===== config.mk =====
export PLATFORM = sky130hd
export DESIGN_NAME = tws_master
export DESIGN_NICKNAME = d
export VERILOG_FILES = /design/src/rtl/tws_fifo.v /design/src/rtl/tws_master.v
export VERILOG_INCLUDE_DIRS = /design/src /design/src/rtl
export SDC_FILE = /design/constraint.sdc
export NUM_CORES = 1
export LEC_CHECK = 0
export BUFFER_PORTS_ARGS = -buffer_cell sky130_fd_sc_hd__buf_2
export CAP_MARGIN = 20
export CORE_MARGIN = 1
export CORE_UTILIZATION = 42
export DETAILED_ROUTE_END_ITERATION = 6
export GPL_TIMING_DRIVEN = 0
export PLACE_DENSITY = 0.58
export SYNTH_ARGS = -nofsm -noshare
export SYNTH_HDL_FRONTEND = slang
export SYNTH_SLANG_ARGS = --single-unit

===== constraint.sdc =====
create_clock -name clk_in -period 3.1 [get_ports clk_in]
set_clock_uncertainty 0.05 [all_clocks]
set_input_delay 0.465 -clock clk_in [delete_from_list [all_inputs] [get_ports clk_in]]
set_output_delay 0.465 -clock clk_in [all_outputs]
set_load 0.01 [all_outputs]

===== src/rtl/tws_regs.vh =====
// Constants for the two-wire serial unit: control fields, status codes, timing.
// Assumes a 200 MHz system clock; included by the design files by bare name.
`ifndef TWS_REGS_VH
`define TWS_REGS_VH

// Control write fields
`define TWS_CTL_DONE_BIT 7
`define TWS_CTL_START_BIT 5
`define TWS_CTL_STOP_BIT 4
`define TWS_CTL_IE_BIT 0

// Status codes
`define TWS_ST_IDLE 8'hF8
`define TWS_ST_START_OK 8'h08
`define TWS_ST_ADDR_ACK 8'h18
`define TWS_ST_ADDR_NACK 8'h20
`define TWS_ST_DATA_ACK 8'h28
`define TWS_ST_DATA_NACK 8'h30

// Timing: quarter of the serial bit time
`define TWS_CLK_MHZ 200
`define TWS_QUARTER_NS 1250
`define TWS_QUARTER_CYC ((`TWS_QUARTER_NS * `TWS_CLK_MHZ) / 1000)

`define TWS_FIFO_WIDTH 8
`define TWS_FIFO_DEPTH 4

`endif


===== src/rtl/tws_fifo.v =====
// Small flip-flop FIFO with valid/ready handshakes on both sides.
// Assumes one clock and a synchronous active-high reset.
`timescale 1ns/1ps
`default_nettype none

module tws_fifo #(
    parameter WIDTH = 8,
    parameter DEPTH = 4,
    parameter AW = 2
) (
    // Clock and reset
    input wire clk_in,
    input wire srst_in,
    // Fill side
    input wire in_valid_in,
    output wire in_ready_out,
    input wire [WIDTH-1:0] in_data_in,
    // Drain side
    output wire out_valid_out,
    input wire out_ready_in,
    output wire [WIDTH-1:0] out_data_out
);
    reg [WIDTH-1:0] mem_reg [0:DEPTH-1];
    reg [AW-1:0] wr_ptr_reg;
    reg [AW-1:0] rd_ptr_reg;
    reg [AW:0] count_reg;
    wire push;
    wire pop;
    integer i;

    assign in_ready_out = (count_reg != DEPTH[AW:0]);
    assign out_valid_out = (count_reg != {(AW+1){1'b0}});
    assign out_data_out = mem_reg[rd_ptr_reg];
    assign push = in_valid_in && in_ready_out;
    assign pop = out_valid_out && out_ready_in;

    always @(posedge clk_in)
    begin
        if (srst_in)
        begin
            wr_ptr_reg <= {AW{1'b0}};
            rd_ptr_reg <= {AW{1'b0}};
            count_reg <= {(AW+1){1'b0}};
            for (i = 0; i < DEPTH; i = i + 1)
                mem_reg[i] <= {WIDTH{1'b0}};
        end
        else
        begin
            if (push)
            begin
                mem_reg[wr_ptr_reg] <= in_data_in;
                wr_ptr_reg <= wr_ptr_reg + 1'b1;
            end
            if (pop)
                rd_ptr_reg <= rd_ptr_reg + 1'b1;
            if (push && !pop)
                count_reg <= count_reg + 1'b1;
            else if (pop && !push)
                count_reg <= count_reg - 1'b1;
        end
    end
endmodule // tws_fifo

`default_nettype wire


===== src/rtl/tws_master.v =====
// Software handshake and master transmitter of the two-wire serial unit.
// Assumes synchronous inputs on clk_in and an external wired-AND bus.
//
// Contract
// - Interrupt request only when done flag, interface enable and global enable all set.
// - Done flag sets after every START, address packet and data packet the unit performs.
// - While done flag set, status shows bus state; unit waits for software.
// - Control write with one in done position clears flag; zero leaves it.
// - No bus operation while flag set; start selected operation once cleared.
// - After START, set flag and load start-sent status.
// - After address packet, set flag, status reports slave acknowledge.
// - After data packet, set flag, status reports receiver acknowledge.
// - One data register supplies both address-with-direction and data bytes.
// - No done flag or interrupt after a STOP.
// - Serial clock held low while done flag set.
// - Address packet is seven bits MSB first, direction, then acknowledge.
// - Receiver acknowledges by pulling data low on ninth clock.
`timescale 1ns/1ps
`default_nettype none
`include "tws_regs.vh"

module tws_master (
    // Clock and reset
    input wire clk_in,
    input wire srst_in,
    // Control register write
    input wire ctl_wr_in,
    input wire [7:0] ctl_wdata_in,
    input wire global_ie_in,
    // Data register writes through the FIFO
    input wire data_valid_in,
    output wire data_ready_out,
    input wire [7:0] data_in,
    // Status
    output reg done_flag_out,
    output reg interface_ie_out,
    output reg [7:0] bus_state_out,
    output wire irq_out,
    output reg busy_out,
    // Two-wire pins, enable low means driving low
    input wire scl_in,
    output wire scl_out,
    output wire scl_oe_n_out,
    input wire sda_in,
    output wire sda_out,
    output wire sda_oe_n_out
);
    // ************************************************
    // Operation sequencer states
    // ************************************************
    localparam ST_IDLE = 3'h0;
    localparam ST_START = 3'h1;
    localparam ST_BIT = 3'h2;
    localparam ST_ACK = 3'h3;
    localparam ST_STOP = 3'h4;
    localparam ST_WAIT = 3'h5;
    localparam integer QCYC_FULL = `TWS_QUARTER_CYC;
    localparam [15:0] QCYC = QCYC_FULL[15:0];

    reg [2:0] state_reg;
    reg [15:0] tick_reg;
    reg [1:0] phase_reg;
    reg [3:0] bit_reg;
    reg [7:0] shift_reg;
    reg first_pkt_reg;
    reg scl_low_reg;
    reg sda_low_reg;
    reg done_next;
    wire fifo_valid;
    wire [7:0] fifo_data;
    wire fifo_pop;
    wire q_tick;
    wire clr_done;
    wire go_start;
    wire go_stop;
    wire go_byte;
    wire set_done;
    wire scl_stretch;

    // ************************************************
    // Shared address/data buffer
    // ************************************************
    tws_fifo #(
        .WIDTH(`TWS_FIFO_WIDTH),
        .DEPTH(`TWS_FIFO_DEPTH),
        .AW(2)
    ) u_fifo (
        .clk_in(clk_in),
        .srst_in(srst_in),
        .in_valid_in(data_valid_in),
        .in_ready_out(data_ready_out),
        .in_data_in(data_in),
        .out_valid_out(fifo_valid),
        .out_ready_in(fifo_pop),
        .out_data_out(fifo_data)
    );

    // Slave holding the released clock low freezes the bit timer
    assign scl_stretch = scl_oe_n_out && !scl_in;
    assign q_tick = (tick_reg == QCYC - 16'h0001) && !scl_stretch;
    assign set_done = q_tick && (phase_reg == 2'h3)
        && ((state_reg == ST_START) || (state_reg == ST_ACK));
    assign clr_done = ctl_wr_in && ctl_wdata_in[`TWS_CTL_DONE_BIT];
    // Operations launch only from idle with the flag cleared
    assign go_start = clr_done && ctl_wdata_in[`TWS_CTL_START_BIT];
    assign go_stop = clr_done && ctl_wdata_in[`TWS_CTL_STOP_BIT]
        && !ctl_wdata_in[`TWS_CTL_START_BIT];
    // Byte waits in ST_WAIT until the buffer has a word; stalls the drain side
    assign go_byte = clr_done && !ctl_wdata_in[`TWS_CTL_START_BIT]
        && !ctl_wdata_in[`TWS_CTL_STOP_BIT];
    assign fifo_pop = (state_reg == ST_WAIT) && fifo_valid;
    assign irq_out = done_flag_out && interface_ie_out && global_ie_in;
    assign scl_out = 1'b0;
    assign sda_out = 1'b0;
    assign scl_oe_n_out = !(scl_low_reg || done_flag_out);
    assign sda_oe_n_out = !sda_low_reg;

    // Set wins over a clear in the same cycle
    always @*
    begin
        done_next = done_flag_out;
        if (clr_done)
            done_next = 1'b0;
        if (set_done)
            done_next = 1'b1;
    end

    // ************************************************
    // Sequencer
    // ************************************************
    always @(posedge clk_in)
    begin
        if (srst_in)
        begin
            state_reg <= ST_IDLE;
            tick_reg <= 16'h0000;
            phase_reg <= 2'h0;
            bit_reg <= 4'h0;
            shift_reg <= 8'h00;
            first_pkt_reg <= 1'b0;
            scl_low_reg <= 1'b0;
            sda_low_reg <= 1'b0;
            done_flag_out <= 1'b0;
            interface_ie_out <= 1'b0;
            bus_state_out <= `TWS_ST_IDLE;
            busy_out <= 1'b0;
        end
        else
        begin
            if (ctl_wr_in)
                interface_ie_out <= ctl_wdata_in[`TWS_CTL_IE_BIT];
            if (q_tick)
                tick_reg <= 16'h0000;
            else if (!scl_stretch)
                tick_reg <= tick_reg + 16'h0001;
            case (state_reg)
                ST_IDLE:
                begin
                    tick_reg <= 16'h0000;
                    phase_reg <= 2'h0;
                    if (done_flag_out && go_start)
                    begin
                        state_reg <= ST_START;
                        busy_out <= 1'b1;
                    end
                    else if (done_flag_out && go_stop)
                        state_reg <= ST_STOP;
                    else if (done_flag_out && go_byte)
                        state_reg <= ST_WAIT;
                    else if (!done_flag_out && go_start)
                    begin
                        state_reg <= ST_START;
                        busy_out <= 1'b1;
                    end
                end
                ST_WAIT:
                begin
                    tick_reg <= 16'h0000;
                    if (fifo_valid)
                    begin
                        shift_reg <= fifo_data;
                        bit_reg <= 4'h0;
                        phase_reg <= 2'h0;
                        state_reg <= ST_BIT;
                    end
                end
                ST_START:
                    if (q_tick)
                    begin
                        phase_reg <= phase_reg + 2'h1;
                        case (phase_reg)
                            2'h0: scl_low_reg <= 1'b0;
                            2'h1: sda_low_reg <= 1'b1;
                            2'h2: scl_low_reg <= 1'b1;
                            default:
                            begin
                                first_pkt_reg <= 1'b1;
                                bus_state_out <= `TWS_ST_START_OK;
                                state_reg <= ST_IDLE;
                            end
                        endcase
                    end
                ST_BIT:
                    if (q_tick)
                    begin
                        phase_reg <= phase_reg + 2'h1;
                        case (phase_reg)
                            // MSB first, address then direction bit
                            2'h0: sda_low_reg <= !shift_reg[7];
                            2'h1: scl_low_reg <= 1'b0;
                            2'h2: scl_low_reg <= 1'b1;
                            default:
                            begin
                                shift_reg <= {shift_reg[6:0], 1'b0};
                                bit_reg <= bit_reg + 4'h1;
                                if (bit_reg == 4'h7)
                                    state_reg <= ST_ACK;
                            end
                        endcase
                    end
                ST_ACK:
                    if (q_tick)
                    begin
                        phase_reg <= phase_reg + 2'h1;
                        case (phase_reg)
                            2'h0: sda_low_reg <= 1'b0;
                            2'h1: scl_low_reg <= 1'b0;
                            2'h2: shift_reg[0] <= sda_in;
                            default:
                            begin
                                scl_low_reg <= 1'b1;
                                first_pkt_reg <= 1'b0;
                                if (first_pkt_reg)
                                    bus_state_out <= shift_reg[0] ? `TWS_ST_ADDR_NACK
                                        : `TWS_ST_ADDR_ACK;
                                else
                                    bus_state_out <= shift_reg[0] ? `TWS_ST_DATA_NACK
                                        : `TWS_ST_DATA_ACK;
                                state_reg <= ST_IDLE;
                            end
                        endcase
                    end
                ST_STOP:
                    if (q_tick)
                    begin
                        phase_reg <= phase_reg + 2'h1;
                        case (phase_reg)
                            2'h0: sda_low_reg <= 1'b1;
                            2'h1: scl_low_reg <= 1'b0;
                            2'h2: sda_low_reg <= 1'b0;
                            default:
                            begin
                                // No flag after a stop; bus returns idle
                                bus_state_out <= `TWS_ST_IDLE;
                                busy_out <= 1'b0;
                                state_reg <= ST_IDLE;
                            end
                        endcase
                    end
                default:
                    state_reg <= ST_IDLE;
            endcase
            // Status only changes with a completed event, so stays stable under flag
            done_flag_out <= done_next;
        end
    end
endmodule // tws_master

`default_nettype wire


==> summary.md <==
| Metric | Value |
|---|---|
| Outcome | finished clean |
| Max_slew headroom | 39.6% |
| CTS buffer count | 9 |
| Max reg flops | 32 |
| Skew-Pair Late Insertion Delay | 360 ps |
| Metal1 wirelength | 4700 µm |
| FILL cells | 965 |
| Worst Max-Slew Pin Slew | 898 ps |
| Max-cap viol count | 0 |
| Die ar. | 0.0106 mm² |
| Main combinational cell family by area after synthesis | simple AND/OR/NAND/NOR gates |
| Static Leak | 1.79 nW |
| Max clock buf depth | 2 |
| Largest net degree at the start of global routing | 17 |
| Reg clk slew, reported paths | 80 ps |
| GRT Total Usage | 19.1% |
| Ys flop type | dfxtp_1 |
| Post-layout min period | 2360 ps |
| # H-tree levels | 3 |
| Via/cell ratio | 5.22 |
| Fin crit share | 76.3% |
| Worst slack at placement | 562 ps |
| Post-CTS sizing | 0 |
| Mapped Area | 0.00428 mm² |
| Core Util, Final | 49.1% |
| Startpoint Class | register |
| Share of cells above drive strength 1 | 22.0% |
| WL final | 9140 µm |
| Post-synth EDFFs | 32 |
| PortBufs | 30 |
| Global route overflow | 0 |
| Hold Buf Count CTS | 0 |
| Pwr Density | 472 mW/mm² |
| Die Y | 103 µm |
| XOR/XNOR Fraction of Synth Area | 4.50% |
| CTS sink cnt | 84 |
| Compound-gate portion of the synthesized area | 9.65% |
| Drc violations | 0 |
| TritonCTS clock tree | done |
| Met2 WL post-DR | 4030 µm |
| Critical Path Fanout Max | 10 |
| Per-cell routed wire length | 15.1 µm |
| Post-route worst setup slack | 736 ps |
| CTS Root Cell | clkbuf_8 |
| Mux cell area share after synthesis | 6.64% |
| Yosys top cell by area | dfxtp_1 |
| Met3 WL post-DR | 260 µm |
| Register Area | 0.00200 mm² |
| Crit end category | register |
| RePlAce Congestion | 0.848 |
| Site row count | 36 |
| Final layout net count | 501 |
| Iter 0 DRT Violations | 115 |
| Commonest non-fill, non-tap cell in the layout | nor2_1 |
| Synth Warn # | 0 |
| First-pass GRT wire length | 15100 µm |
| First-pass DRT Iterations | 4 |
| Achievable frequency | 423 MHz |
| Antenna violations before repair | 0 |
| RSZ-0062 raised after global routing | no |
| Diodes inserted | 0 |
| Vias in the first global route | 3000 |
| Final Hold Viols | 0 |
| Synth Instances | 421 |
| Power Total | 2.27 mW |
| Distinct cells, synth | 68 |
| Top-Level Pins | 40 |
| Sequential share of the synthesized area | 46.8% |
| Highest metal used | met4 |
| Top cells by area, synth | dfxtp_1, edfxtp_1, nor2_1, mux4_2, nand2_1 |
| Starting Density | 43.6% |
| Post-synth ARST share | 0% |
| Yosys reg bits | 84 |
| DR vias | 3156 |
| Max Slew Vio Count | 0 |
| Die X | 103 µm |
| Area of the multi-input gates | 0.00205 mm² |
| Total Negative Setup Slacks | 0 ps |
| Max VDD drop | 0.269 mV |
| HP Class | primary input to register |
| Worst EP arrival | 2590 ps |
| Core area | 0.00982 mm² |
| Most frequent cells in the layout | nor2_1, dfxtp_1, nand2_1 |
| Setup CP Type | register to register |
| Final ANT Viol Nets | 0 |
| Setup violators final | 0 |
| Detailed placer's ending HPWL | 6580 µm |
| Worst EP required | 3330 ps |
| Setup Fix Bufs, Post-CTS | 0 |
| Synth Area in Simple Gates | 23.4% |
| Adder-cell area share of the yosys netlist | 3.39% |
| Yosys top cell area share | 24.3% |
| Synth Area per Inst | 10.2 µm² |
| Area Overhead vs Synth | 12.6% |
final cells by class:
type                            count  area share [%]
Inverter                           19            1.48
Buffer                             27            3.43
Tap cell                          133            3.45
Clock inverter                      7            1.66
Clock buffer                        9            2.57
Timing Repair Buffer               31            3.22
Sequential cell                    84            41.5
Multi-Input combinational cell    295            42.6
final timing paths:
kind	start	depth (start not counted)	endpoint	slack [ps]
setup / recovery	state_reg[0]	10	u_fifo.count_reg[2]	740
hold / removal	ctl_wdata_in[0]	3	interface_ie_out	300
setup reg to reg	state_reg[0]	10	u_fifo.count_reg[2]	740
hold reg to reg	bus_state_out[6]	2	bus_state_out[6]	410
cells in the mapped netlist (3+ instances only):
cell       n
edfxtp_1  32
or3_1      4
nor2_2    11
inv_1     18
ha_1      10
nand2_1   43
a31o_2     3
and2_1     9
and4_1     5
nor2b_1    5
xor2_1    15
buf_2      6
o21ai_0    8
a311oi_2   3
buf_4      6
a311oi_1   5
dfxtp_1   52
nand2b_1   9
o211ai_1   3
nand3_1    5
buf_1      5
nand4_1    9
buf_6      3
mux4_2     8
xnor2_1    7
clkbuf_1   6
nor4_1     4
mux2i_1    7
nor3_1     6
a21oi_1   10
and3_1     3
nor2_1    55
power breakdown:
group / internal, mW / switching [mW] / leakage, nW
clock: 0.382 / 0.435 / 0.0968
combinational: 0.0908 / 0.135 / 0.941
sequential: 1.20 / 0.0281 / 0.753
worst max-delay path: stages, from the launching register on:
cell and delay [ps]:
dfxtp_1 310, buf_2 180, and3b_2 250, and2_1 160
inv_2 110, ha_1 200, inv_1 60, fa_1 370
xor2_1 160, or3_1 300, a21oi_1 140
per-layer routing:
metal	track usage, %	vias up
li1	-	1578
met1	26.8	1508
met2	29.0	56
met3	3.39	14
met4	8.34	0
met5	0	-
cells by family (layout without fill, tap and decap cells):
kind of cell               Yosys count  count (layout)
xor gates and xnor gates            22              22
and+or+nand+nor                    187             187
muxes                               18              18
adders and majority gates           11              11
buffers and inverters               46              93
other                                1               5
DFF                                 84              84
AOI/OAI and AO/OA                   52              52
through the flow:
stage                     std cells  hold WS [ps]  instance area (µm²)
after floorplan                 425           392                 4290
after global placement          588           394                 4610
after detailed placement        589           398                 4610
after CTS                       605           291                 4820
after global routing            605           325                 4820
final                           605           305                 4820
(Power assumes the default switching activity.)
